<file path="src/vfq_defines.vh">
// constants for the output fault qualifier and external temperature trim block
`ifndef VFQ_DEFINES_VH
`define VFQ_DEFINES_VH
`define VFQ_CMD_FAULT_CFG    8'hd8
`define VFQ_CMD_TEMP_GAIN    8'hd9
`define VFQ_CMD_TEMP_TRIM    8'hda
`define VFQ_RST_FAULT_CFG    8'h00
`define VFQ_RST_TEMP_GAIN    16'hba00
`define VFQ_RST_TEMP_TRIM    16'h0000
`define VFQ_CFG_LOWSIDE_BIT  7
`define VFQ_CFG_CNT_MSB      3
`define VFQ_CFG_USED_MASK    8'h8f
`define VFQ_MAN_MSB          10
`define VFQ_EXP_LSB          11
`define VFQ_EXP_BIAS         5'h10
// linear values scaled by 2^16 for range checks
`define VFQ_GAIN_MIN         48'h0000_0000_199a
`define VFQ_GAIN_MAX         48'h0000_000a_0000
`define VFQ_TRIM_MAX         48'h0000_0064_0000
`define VFQ_TRIM_TO_Q4       12
`define VFQ_QUOT_FRAC        15
`define VFQ_DIV_W            47
`define VFQ_DIV_CNT          6'h2f
`define VFQ_DEN_W            10
`define VFQ_POS_MAX          18'h0_7fff
`define VFQ_NEG_MIN          18'h3_8000
`endif

</file>
<file path="src/vfq_div.v">
// serial restoring divider, one quotient bit per enabled clock
`timescale 1ns/100ps
module vfq_div
(
	input  wire                    ref_clk_i,
	input  wire                    rst_i,
	input  wire                    ce_i,
	input  wire                    start_i,
	input  wire [46:0]             num_i,
	input  wire [9:0]              den_i,
	output reg                     busy_o,
	output reg                     done_o,
	output reg  [46:0]             quot_o
);
`include "vfq_defines.vh"
	reg  [46:0]  num;
	reg  [10:0]  rem;
	reg  [5:0]   cnt;
	wire [10:0]  trial = {rem[9:0], num[46]};
	wire         fits  = trial >= {1'b0, den_i};

	always @(posedge ref_clk_i)
	begin
		if (rst_i)
		begin
			busy_o <= 1'b0;
			done_o <= 1'b0;
			quot_o <= 47'h0000_0000_0000;
			num    <= 47'h0000_0000_0000;
			rem    <= 11'h000;
			cnt    <= 6'h00;
		end
		else if (ce_i)
		begin
			done_o <= 1'b0;
			if (start_i && !busy_o)
			begin
				busy_o <= 1'b1;
				num    <= num_i;
				rem    <= 11'h000;
				cnt    <= `VFQ_DIV_CNT;
			end
			else if (busy_o)
			begin
				rem    <= fits ? trial - {1'b0, den_i} : trial;
				num    <= {num[45:0], fits};
				cnt    <= cnt - 6'h01;
				if (cnt == 6'h01)
				begin
					busy_o <= 1'b0;
					done_o <= 1'b1;
					quot_o <= {num[45:0], fits};
				end
			end
		end
	end
endmodule // vfq_div

</file>
<file path="src/vfq_top.v">
// output fault qualifier and external temperature gain/offset trim
`timescale 1ns/100ps
module vfq_top
(
	input  wire        ref_clk_i,
	input  wire        rst_i,
	input  wire        ce_i,
	input  wire        wr_i,
	input  wire        rd_i,
	input  wire [7:0]  cmd_i,
	input  wire [15:0] wdata_i,
	output reg  [15:0] rdata_o,
	output reg         rd_valid_o,
	output reg         cmd_err_o,
	output reg         range_err_o,
	input  wire        check_i,
	input  wire        ov_viol_i,
	input  wire        uv_viol_i,
	output reg         ov_fault_o,
	output reg         uv_fault_o,
	output reg         lowside_on_o,
	input  wire        meas_valid_i,
	input  wire        meas_phase_i,
	input  wire [15:0] meas_temp_i,
	output reg  [15:0] ext_temp_value0_o,
	output reg  [15:0] ext_temp_value1_o,
	output reg         temp_upd_o
);
`include "vfq_defines.vh"
	reg  [7:0]   output_fault_config;
	reg  [15:0]  ext_temp_gain;
	reg  [15:0]  ext_temp_trim;

	// magnitude of a linear word, scaled by 2^16
	function [47:0] lin_mag;
		input [15:0] w;
		reg   [9:0]  m;
		reg   [4:0]  sh;
		begin
			m       = w[`VFQ_MAN_MSB] ? 10'h000 - w[9:0] : w[9:0];
			if (w[`VFQ_MAN_MSB] && w[9:0] == 10'h000)
				m   = 10'h3ff;
			sh      = w[15:`VFQ_EXP_LSB] + `VFQ_EXP_BIAS;
			lin_mag = {38'h00_0000_0000, m} << sh;
		end
	endfunction

	////////////////////////////////////////////////////////////////////////
	// register access
	wire [47:0] wr_mag   = lin_mag(wdata_i);
	wire        wr_neg   = wdata_i[`VFQ_MAN_MSB];
	wire        gain_ok  = !wr_neg && wr_mag >= `VFQ_GAIN_MIN && wr_mag <= `VFQ_GAIN_MAX;
	wire        trim_ok  = wr_mag <= `VFQ_TRIM_MAX;
	wire        hit      = cmd_i == `VFQ_CMD_FAULT_CFG || cmd_i == `VFQ_CMD_TEMP_GAIN
			    || cmd_i == `VFQ_CMD_TEMP_TRIM;

	always @(posedge ref_clk_i)
	begin
		if (rst_i)
		begin
			output_fault_config <= `VFQ_RST_FAULT_CFG;
			ext_temp_gain       <= `VFQ_RST_TEMP_GAIN;
			ext_temp_trim       <= `VFQ_RST_TEMP_TRIM;
			rdata_o             <= 16'h0000;
			rd_valid_o          <= 1'b0;
			cmd_err_o           <= 1'b0;
			range_err_o         <= 1'b0;
		end
		else if (ce_i)
		begin
			rd_valid_o  <= rd_i;
			cmd_err_o   <= (rd_i || wr_i) && !hit;
			range_err_o <= 1'b0;
			if (wr_i)
			begin
				case (cmd_i)
				`VFQ_CMD_FAULT_CFG: output_fault_config <= wdata_i[7:0] & `VFQ_CFG_USED_MASK;
				`VFQ_CMD_TEMP_GAIN:
				begin
					if (gain_ok)
						ext_temp_gain <= wdata_i;
					else
						range_err_o   <= 1'b1;
				end
				`VFQ_CMD_TEMP_TRIM:
				begin
					if (trim_ok)
						ext_temp_trim <= wdata_i;
					else
						range_err_o   <= 1'b1;
				end
				default: ;
				endcase
			end
			if (rd_i)
			begin
				case (cmd_i)
				`VFQ_CMD_FAULT_CFG: rdata_o <= {8'h00, output_fault_config};
				`VFQ_CMD_TEMP_GAIN: rdata_o <= ext_temp_gain;
				`VFQ_CMD_TEMP_TRIM: rdata_o <= ext_temp_trim;
				default:            rdata_o <= 16'h0000;
				endcase
			end
		end
	end

	////////////////////////////////////////////////////////////////////////
	// consecutive violation qualifier, ov is channel 0, uv channel 1
	wire [1:0]  viol = {uv_viol_i, ov_viol_i};
	wire [4:0]  lim  = {1'b0, output_fault_config[`VFQ_CFG_CNT_MSB:0]} + 5'h01;
	wire [1:0]  next_fault;
	genvar ch;
	generate
		for (ch = 0; ch < 2; ch = ch + 1)
		begin : g_qual
			reg  [4:0] cnt;
			wire [4:0] next_cnt = !check_i ? cnt :
					      !viol[ch] ? 5'h00 :
					      (cnt >= lim) ? lim : cnt + 5'h01;
			// fault only at n+1 consecutive violations
			assign next_fault[ch] = next_cnt >= lim;
			always @(posedge ref_clk_i)
			begin
				if (rst_i)
					cnt <= 5'h00;
				else if (ce_i)
					cnt <= next_cnt;
			end
		end
	endgenerate

	always @(posedge ref_clk_i)
	begin
		if (rst_i)
		begin
			ov_fault_o   <= 1'b0;
			uv_fault_o   <= 1'b0;
			lowside_on_o <= 1'b0;
		end
		else if (ce_i)
		begin
			ov_fault_o   <= next_fault[0];
			uv_fault_o   <= next_fault[1];
			// low-side switch on ov shutdown only if enabled
			lowside_on_o <= next_fault[0] & output_fault_config[`VFQ_CFG_LOWSIDE_BIT];
		end
	end

	////////////////////////////////////////////////////////////////////////
	// temperature trim: temp / gain + offset, one sample at a time
	reg         phase;
	reg         t_neg;
	reg  [46:0] div_num;
	reg         div_go;
	wire        div_busy;
	wire        div_done;
	wire [46:0] quot;
	wire [15:0] t_mag    = meas_temp_i[15] ? 16'h0000 - meas_temp_i : meas_temp_i;
	wire [4:0]  g_sh     = ext_temp_gain[15:`VFQ_EXP_LSB] + `VFQ_EXP_BIAS;
	// gain is always positive, so its mantissa is the divisor
	wire [9:0]  g_man    = ext_temp_gain[9:0];
	wire [31:0] q_hi     = quot[46:`VFQ_QUOT_FRAC];
	wire [14:0] q_sat    = (q_hi > 32'h0000_7fff) ? 15'h7fff : q_hi[14:0];
	wire [17:0] q_s      = t_neg ? 18'h0_0000 - {3'h0, q_sat} : {3'h0, q_sat};
	wire [47:0] o_q4     = lin_mag(ext_temp_trim) >> `VFQ_TRIM_TO_Q4;
	wire [17:0] o_abs    = o_q4[17:0];
	wire [17:0] o_s      = ext_temp_trim[`VFQ_MAN_MSB] ? 18'h0_0000 - o_abs : o_abs;
	wire [17:0] sum      = q_s + o_s;
	wire        sum_neg  = sum[17];
	wire [15:0] sum_sat  = (!sum_neg && sum > `VFQ_POS_MAX) ? 16'h7fff :
			       (sum_neg && sum < `VFQ_NEG_MIN) ? 16'h8000 : sum[15:0];

	always @(posedge ref_clk_i)
	begin
		if (rst_i)
		begin
			phase             <= 1'b0;
			t_neg             <= 1'b0;
			div_num           <= 47'h0000_0000_0000;
			div_go            <= 1'b0;
			ext_temp_value0_o <= 16'h0000;
			ext_temp_value1_o <= 16'h0000;
			temp_upd_o        <= 1'b0;
		end
		else if (ce_i)
		begin
			div_go     <= 1'b0;
			temp_upd_o <= 1'b0;
			// samples arriving during a division are dropped, not queued
			if (meas_valid_i && !div_busy && !div_go)
			begin
				phase   <= meas_phase_i;
				t_neg   <= meas_temp_i[15];
				div_num <= {t_mag, 31'h0000_0000} >> g_sh;
				div_go  <= 1'b1;
			end
			if (div_done)
			begin
				// both channels share gain and offset
				if (phase)
					ext_temp_value1_o <= sum_sat;
				else
					ext_temp_value0_o <= sum_sat;
				temp_upd_o <= 1'b1;
			end
		end
	end

	vfq_div u_div
	(
		.ref_clk_i (ref_clk_i),
		.rst_i     (rst_i),
		.ce_i      (ce_i),
		.start_i   (div_go),
		.num_i     (div_num),
		.den_i     (g_man),
		.busy_o    (div_busy),
		.done_o    (div_done),
		.quot_o    (quot)
	);
endmodule // vfq_top

</file>
<file path="config.mk">
export PLATFORM = sky130hd
export DESIGN_NAME = vfq_top
export DESIGN_NICKNAME = d
export VERILOG_FILES = /design/src/vfq_div.v /design/src/vfq_top.v
export VERILOG_INCLUDE_DIRS = /design/src
export SDC_FILE = /design/constraint.sdc
export NUM_CORES = 1
export LEC_CHECK = 0
export ABC_AREA = 1
export BUFFER_PORTS_ARGS = -buffer_cell sky130_fd_sc_hd__buf_2
export CAP_MARGIN = 20
export CORE_ASPECT_RATIO = 0.5
export CORE_MARGIN = 2
export CORE_UTILIZATION = 45
export DETAILED_ROUTE_END_ITERATION = 8
export SLEW_MARGIN = 5
export SYNTH_ARGS = -nofsm -noshare
export SYNTH_HDL_FRONTEND = slang
export SYNTH_SLANG_ARGS = --single-unit
export TNS_END_PERCENT = 50
</file>
<file path="constraint.sdc">
create_clock -name ref_clk_i -period 5.35 [get_ports ref_clk_i]
set_clock_uncertainty 0.2 [all_clocks]
set_input_delay 0 -clock ref_clk_i [delete_from_list [all_inputs] [get_ports ref_clk_i]]
set_output_delay 0 -clock ref_clk_i [all_outputs]
set_load 0.005 [all_outputs]
</file>
==> metrics.md, run 1 <==
| Metric | Value |
|---|---|
| R2R depth | 37 |
| WL final | slightly above 50 mm |
| CTS Buf Count | 25 |
| First-pass detailed-route iteration total | 5 |
| CTS tree | yes |
| Setup TNS Final | 0 ns |
| Hold_sp | meas_valid_i |
| R2r setup slk | 0.39 ns |
| ANT nets after route | 0 |
| Largest net degree at the start of global routing | 84 |
| Number of synthesized register bits | 249 |
| Hold EP | div_go$_SDFFE_PP0P_ |
| Post-route minimum period | approximately 5.0 ns |
| Fillcell total | slightly below 4000 |
| Hold crit path type | input pin to flip-flop |
| Register area share after synthesis | 0.293 |
| Vias in the first global route | roughly 15000 |
| Root buf cell | clkbuf_16 |
| Vias/cell | between 5 and 6 |
| Static Leak | between 9 and 10 nW |
| Slew @ Worst Pin | 0.997 ns |
| Clk buf depth | 3 |
| Mapped Nets | approximately 2700 |
| Critical Path Slowest Stage Cell | dfxtp_2 |
| First-pass GRT wire length | ~81 mm |
| Max VDD drop | about 0.00019 V |
| Max Cap Viol | 0 |
| Slew Limit Fails | 0 |
| Gr usage total | 0.249 |
| Failing checks | negative hold slack |
| Skew-Pair Late Insertion Delay | around 0.57 ns |
| Worst hold slack | -0.0149 ns |
| Final RePlAce weighted congestion | roughly 0.91 |
| Crit-path max FO | 8 |
| Chip Width | between 200 and 300 µm |
| Netlist cell types | 60 |
| Slew HR | 0.334 |
| Post-Synth XOR/XNOR Area | 0.0386 |
| Initial DRC Count | 1416 |
| Synthesized cell area | between 15000 and 20000 µm² |
| IO Count | ~110 |
| Initial Utilization | 0.456 |
| Crit path buffers/inverters | 6 |
| P per Cell Area | about 230 nW/µm² |
| CP max stage delay | about 0.34 ns |
| Fin nets | 2802 |
| # rows | 50 |
| Final Instance Area | roughly 19000 µm² |
| Port Buffers | 104 |
| Number of remaining DRC errors | 0 |
| HPWL Detailed | 35.9 mm |
| Synth area leader | dfxtp_1 |
| Largest family of logic cells by synthesized area | simple AND/OR/NAND/NOR gates |
| Critical setup path kind | flip-flop to flip-flop |
| Cell count after synthesis | approximately 2600 |
| Crit. End Element | flip-flop |
| Post-Synth Adder-Cell Area | 0.0443 |
| Avg WL per Cell | between 15 and 20 µm |
| Height of the die | 141 µm |
| Fmax | just over 200 MHz |
| Placed Instance Area | approximately 18000 µm² |
| RR Startpoint | ext_temp_trim[1]$_SDFFE_PP0P_ |
| Final Util | 0.521 |
| Worst R2R End | ext_temp_value0_o[1]$_SDFFE_PP0P_ |
| # setup viols final | 0 |
| Run status | complete, but fails checks |
| Yosys warning total | 0 |
| Critical path's most frequent cell | nand2_1 |
| Clk sinks | 249 |
| Hold Fails Final Rpt | 2 |
| Cells taking the most area after synthesis | dfxtp_1 29%, nand2_1 13%, a21oi_1 6.3%, o21ai_0 5.9%, nor2_1 5.7% |
| Startpoint types | flip-flop |
| Multi-input combinational cell area | 10600 µm² |
| WP data arrival | around 5.2 ns |
| Initial antenna violation count | 0 |
| Syn avg cell area | around 6.5 µm² |
| H-tree depth | 1 |
| Grt total ovfl | 0 |
| Multiplexer share of the synthesized area | 0.00530 |
| Required time of the critical path | roughly 5.6 ns |
| Post-synth top area share | 0.293 |
| Delay-heaviest family, CP | simple AND/OR/NAND/NOR gates |
| Fraction of layout cells with a size suffix above 1 | 0.147 |
| Vias | between 15000 and 20000 |
| Die Area | around 39000 µm² |
| Final Cycle Share | 0.926 |
| Ant diodes | 0 |
| Area share of and/or/nand/nor cells after synthesis | 0.343 |
| Core Area | approximately 37000 µm² |
| Post-synthesis compound-gate area fraction | 0.176 |
| Reg clk slew, reported paths | about 0.070 ns |
| FF/Latch Area | 4990 µm² |
| Cells on Worst Hold Path | 4 |
| Area grow syn2layout | 14.3% |
repair_timing:
item                                    4_1_cts  5_1_grt
hold buffers                                 48        0
pin swaps                                     2       16
buffers inserted                              2       10
endpoints found under the hold margin       109        0
resized for setup                             2       53
endpoints found under the setup margin       30       32
cloned                                        1        5
registers in the layout (all words and copies together) (netlist names), 5 cells and up:
register             cells
div_num                 47
ext_temp_gain           16
ext_temp_trim           16
ext_temp_value0_o       16
ext_temp_value1_o       16
g_qual.cnt              10
output_fault_config      5
rdata_o                 16
u_div.cnt                6
u_div.num               47
u_div.quot_o            32
u_div.rem               10
Yosys cell counts (all sizes together):
cell type,n
dlygate4sd3,1
a21boi,1
mux2i,9
nand3b,3
a22oi,2
nand4,55
o21ai,207
and2,1
ha,57
o311ai,1
or2,7
xnor2,15
nand3,225
xor2,59
and3,1
o21bai,4
o31ai,5
a21oi,216
buf,44
inv,246
fa,2
a21o,1
o21a,20
clkinv,7
nand2,650
nor3b,1
clkbuf,98
nor3,38
nor4,6
a31oi,16
nor2,279
o2111ai,2
dfxtp,249
o22ai,62
a211oi,2
o211ai,6
a221oi,3
per-layer routing:
metal | track usage | part of all wire | vias to the layer above
met2 | 0.383 | 0.42 | 434
met3 | 0.0385 | 0.062 | 41
li1 | - | - | 8801
met5 | 0 | 0 | -
met1 | 0.373 | 0.51 | 7836
met4 | 0.0362 | 0.012 | 0
worst max path at each step:
| stage | from | end | depth (start not counted) |
|---|---|---|---|
| floorplan | ext_temp_trim[0]$_SDFFE_PP0P_ | ext_temp_value1_o[11]$_SDFFE_PP0P_ | 38 |
| global placement | ext_temp_trim[1]$_SDFFE_PP0P_ | ext_temp_value0_o[11]$_SDFFE_PP0P_ | 37 |
| detailed placement | ext_temp_trim[1]$_SDFFE_PP0P_ | ext_temp_value0_o[11]$_SDFFE_PP0P_ | 37 |
| CTS | ext_temp_trim[1]$_SDFFE_PP0P_ | ext_temp_value0_o[0]$_SDFFE_PP0P_ | 38 |
| global route | ext_temp_trim[1]$_SDFFE_PP0P_ | ext_temp_value0_o[8]$_SDFFE_PP0P_ | 37 |
| finish | ext_temp_trim[1]$_SDFFE_PP0P_ | ext_temp_value0_o[1]$_SDFFE_PP0P_ | 37 |
stage by stage:
| stage | hold slack [ns] | total power, mW | instances | setup slack, ns |
|---|---|---|---|---|
| 3_3_place_gp | 0.134 | 2.66 | 3092 | 0.0184 |
| 6_report | -0.0149 | 4.47 | 3202 | 0.394 |
| 5_1_grt | 0.0529 | 4.68 | 3202 | -0.0506 |
| 3_5_place_dp | 0.148 | 2.67 | 3093 | -0.109 |
| 2_1_floorplan | -0.0868 | 2.49 | 2601 | 0.522 |
| 4_1_cts | 0.000181 | 4.46 | 3186 | 0.00847 |
logic make-up (layout without fill, tap and decap cells):
kind of cell,Yosys count,after routing
simple gates,1266,1269
compound gates,548,548
buf+inv,396,500
flops,249,249
xor+xnor,74,74
fa+ha+maj,59,59
mux,9,9
report_power, final:
part           leakage (nW)  switching (mW)  internal [mW]
logic                  6.61           0.492          0.264
registers              2.02          0.0342           1.90
clock network         0.402           0.799          0.978
total                  9.03            1.33           3.14
area by class of cell:
cell class / count / share of cell area
inverter: 253 / 0.0489
tap: 494 / 0.0318
sequential: 249 / 0.257
clock buffer: 32 / 0.0361
multi-input combinational: 1959 / 0.545
clock inverter: 10 / 0.00502
timing repair buffer: 205 / 0.0762
cells in the final DEF, fill, tap and decap left out, types with 49 or more instances in the layout:
cell and n:
buf_2 103, o22ai_1 62, inv_1 224, nor2_1 249, a21oi_1 213, nand4_1 53, dfxtp_1 246, o21ai_0 196
xor2_1 57, ha_1 53, nand2_1 598, nand3_1 171, nand3_2 49
tightest hold or removal path: cells and delay by family:
family	cells	cell delay [ns]
buffers and inverters	2	0.41
AOI/OAI and AO/OA	1	0.20
and+or+nand+nor	1	0.09
No activity file was read; power rests on OpenSTA's default activity.
==> run 2, diff against run 1 <==
--- a/config.mk
+++ b/config.mk
@@ -13,6 +13,8 @@
 export CORE_MARGIN = 2
 export CORE_UTILIZATION = 45
 export DETAILED_ROUTE_END_ITERATION = 8
+export PLACE_DENSITY = 0.69
+export REMOVE_ABC_BUFFERS = 1
 export SLEW_MARGIN = 5
 export SYNTH_ARGS = -nofsm -noshare
 export SYNTH_HDL_FRONTEND = slang
==> constraint.sdc (replaced) <==
create_clock -name ref_clk_i -period 5.57 [get_ports ref_clk_i]
set_clock_uncertainty 0.2 [all_clocks]
set_input_delay 0 -clock ref_clk_i [delete_from_list [all_inputs] [get_ports ref_clk_i]]
set_output_delay 0 -clock ref_clk_i [all_outputs]
set_load 0.005 [all_outputs]
==> metrics.md, run 2 (synthesis gave the netlist of run 1 again) <==
| Metric | Value |
|---|---|
| Run status | complete, no violations (was complete, but fails checks) |
| # setup viols final | 0 (unchanged) |
| Setup ws final | 0.348 ns (was 0.394 ns) |
| Required time of the critical path | 5.82 ns (was 5.61 ns) |
| Area grow syn2layout | 13.0% (was 14.3%) |
| Final RePlAce weighted congestion | 0.962 (was 0.910) |
| Vias | 17300 (was 17100) |
| Sequential share of power | 0.433 (about the same) |
| Final Power | 4.29 mW (was 4.47 mW) |
| WL final | 47.8 mm (was 50.3 mm) |
| IO Count | 105 (unchanged) |
| WP data arrival | 5.47 ns (was 5.21 ns) |
| Logic pwr share | 0.167 (was 0.169) |
| ANT nets after route | 0 (unchanged) |
| Max VDD drop | 0.000150 V (was 0.000189 V) |
| Clk network pwr share | 0.400 (was 0.398) |
| Slew @ Worst Pin | 1.03 ns (was 0.997 ns) |
| Slew HR | 0.313 (was 0.334) |
| Slew Limit Fails | 0 (unchanged) |
| Hold Fails Final Rpt | 0 (was 2) |
| Startpoint types | flip-flop (unchanged) |
| RSZ-0062 raised after global routing | yes |
| Die Area | 39400 µm² (unchanged) |
| Port Buffers | 104 (unchanged) |
| Biggest regs | div_num: 47 flops, u_div.num: 47 flops, u_div.quot_o: 32 flops (unchanged) |
| Crit-path max FO | 11 (was 8) |
| Static Leak | 8.91 nW (was 9.03 nW) |
| Ant diodes | 0 (unchanged) |
| Fillcell total | 3747 (was 3852) |
| Hold crit path type | input pin to flip-flop (unchanged) |
| Critical Path Slowest Stage Cell | dfxtp_1 (was dfxtp_2) |
| Grt total ovfl | 0 (unchanged) |
| Fmax | 191 MHz (was 202 MHz) |
| Root buf cell | clkbuf_16 (unchanged) |
| Critical path's most frequent cell | nand2_1 (unchanged) |
| Chip Width | 279 µm (unchanged) |
| Height of the die | 141 µm (unchanged) |
| HPWL Detailed | 34.1 mm (was 35.9 mm) |
| Leading cell type in the layout, fill and taps excluded | nand2_1 (unchanged) |
| H-tree depth | 1 (unchanged) |
| Final Cycle Share | 0.938 (was 0.926) |
| Crit. End Element | flip-flop (unchanged) |
| Leading cell types in the layout, fill and taps excluded | 606 x nand2_1, 252 x nor2_1, 249 x dfxtp_1 (was 598 x nand2_1, 249 x nor2_1, 246 x dfxtp_1) |
| First-pass GRT wire length | 77.6 mm (was 80.8 mm) |
| Initial antenna violation count | 0 (unchanged) |
| Core Area | 37300 µm² (unchanged) |
| Largest net degree at the start of global routing | 99 (was 84) |
| Final Instance Area | 19200 µm² (was 19400 µm²) |
| Clk buf depth | 3 (unchanged) |
| Vias in the first global route | 15400 (was 15500) |
| Setup TNS Final | 0 ns (unchanged) |
| Placed Instance Area | 17700 µm² (about the same) |
| Initial Utilization | 0.456 (unchanged) |
| Fraction of layout cells with a size suffix above 1 | 0.137 (was 0.147) |
| Skew-Pair Late Insertion Delay | 0.55 ns (was 0.57 ns) |
| # rows | 50 (unchanged) |
| Max Cap Viol | 0 (unchanged) |
| CP max stage delay | 0.35 ns (was 0.34 ns) |
| Avg WL per Cell | 15.0 µm (was 15.7 µm) |
| Number of remaining DRC errors | 0 (unchanged) |
| CTS tree | yes (unchanged) |
| P per Cell Area | 223 nW/µm² (was 230 nW/µm²) |
| CTS Buf Count | 24 (was 25) |
| Critical setup path kind | flip-flop to flip-flop (unchanged) |
| First-pass detailed-route iteration total | 6 (was 5) |
| Post-route minimum period | 5.22 ns (was 4.96 ns) |
| Pre-CTS WS | -0.0533 ns (was -0.109 ns) |
| Initial DRC Count | 1635 (was 1416) |
| Switching Power | 1.22 mW (was 1.33 mW) |
| Gr usage total | 0.235 (was 0.249) |
| Vias/cell | 5.41 (was 5.34) |
| Clk sinks | 249 (unchanged) |
| Reg clk slew, reported paths | 0.07 ns (about the same) |
| Sw Ratio | 0.286 (was 0.297) |
| Pint | 3.06 mW (was 3.14 mW) |
| Fin nets | 2788 (was 2802) |
-- run 2: power by group through the flow --
stage	sequential, mW	combinational (mW)	clock, mW
6_report	1.86	0.716	1.71
3_5_place_dp	1.89	0.652	0
4_1_cts	1.85	0.677	1.74
3_3_place_gp	1.89	0.647	0
2_1_floorplan	1.88	0.454	0
5_1_grt	1.86	0.806	1.81
-- run 2: worst paths after layout --
kind	from	to	slack, ns	cells past startpoint
worst max-delay path	ext_temp_trim[1]$_SDFFE_PP0P_	ext_temp_value0_o[9]$_SDFFE_PP0P_	0.35	38
worst min-delay path	meas_temp_i[11]	div_num[45]$_SDFFE_PP0P_	0.05	8
worst max register to register	ext_temp_trim[1]$_SDFFE_PP0P_	ext_temp_value0_o[9]$_SDFFE_PP0P_	0.35	38
worst min register to register	range_err_o$_SDFFE_PP0P_	range_err_o$_SDFFE_PP0P_	0.26	2
-- run 2: area by class of cell --
type / count / area (µm²) / area share
Timing Repair Buffer: 193 / 1340 / 0.0699
Clock inverter: 6 / 105 / 0.00547
Sequential cell: 249 / 4980 / 0.259
Inverter: 253 / 951 / 0.0495
Multi-Input combinational cell: 1958 / 10500 / 0.546
Tap cell: 494 / 618 / 0.0322
Clock buffer: 37 / 719 / 0.0374
-- run 2: metal layers --
metal	global-route usage	wire, µm
met2	0.365	20400
met3	0.0267	2830
met5	0	0
met4	0.0512	889
met1	0.348	23600
-- run 2: timing repair --
action,CTS,global route
hold buffers,39,0
endpoints found under the setup margin,24,32
hold endpoints to repair,123,0
gates cloned,0,3
gates resized for setup,2,29
buffers inserted,0,19
pin swaps,0,12
-- run 2: worst max-delay path: cells and delay by family (launching register included) --
family | cells | cell delay [ns]
AOI/OAI and AO/OA | 7 | 0.99
xor gates and xnor gates | 1 | 0.17
adders and majority gates | 3 | 0.68
buffers and inverters | 8 | 0.78
DFF | 1 | 0.35
and+or+nand+nor | 19 | 1.94
-- run 2: through the flow --
step	util	cells	hold WS, ns
floorplan	-	2458	-0.131
global placement	0.473	3085	0.0796
detailed placement	0.474	3086	0.0919
CTS	0.507	3168	0.0112
global route	0.515	3190	0.103
finish	0.515	3190	0.0519
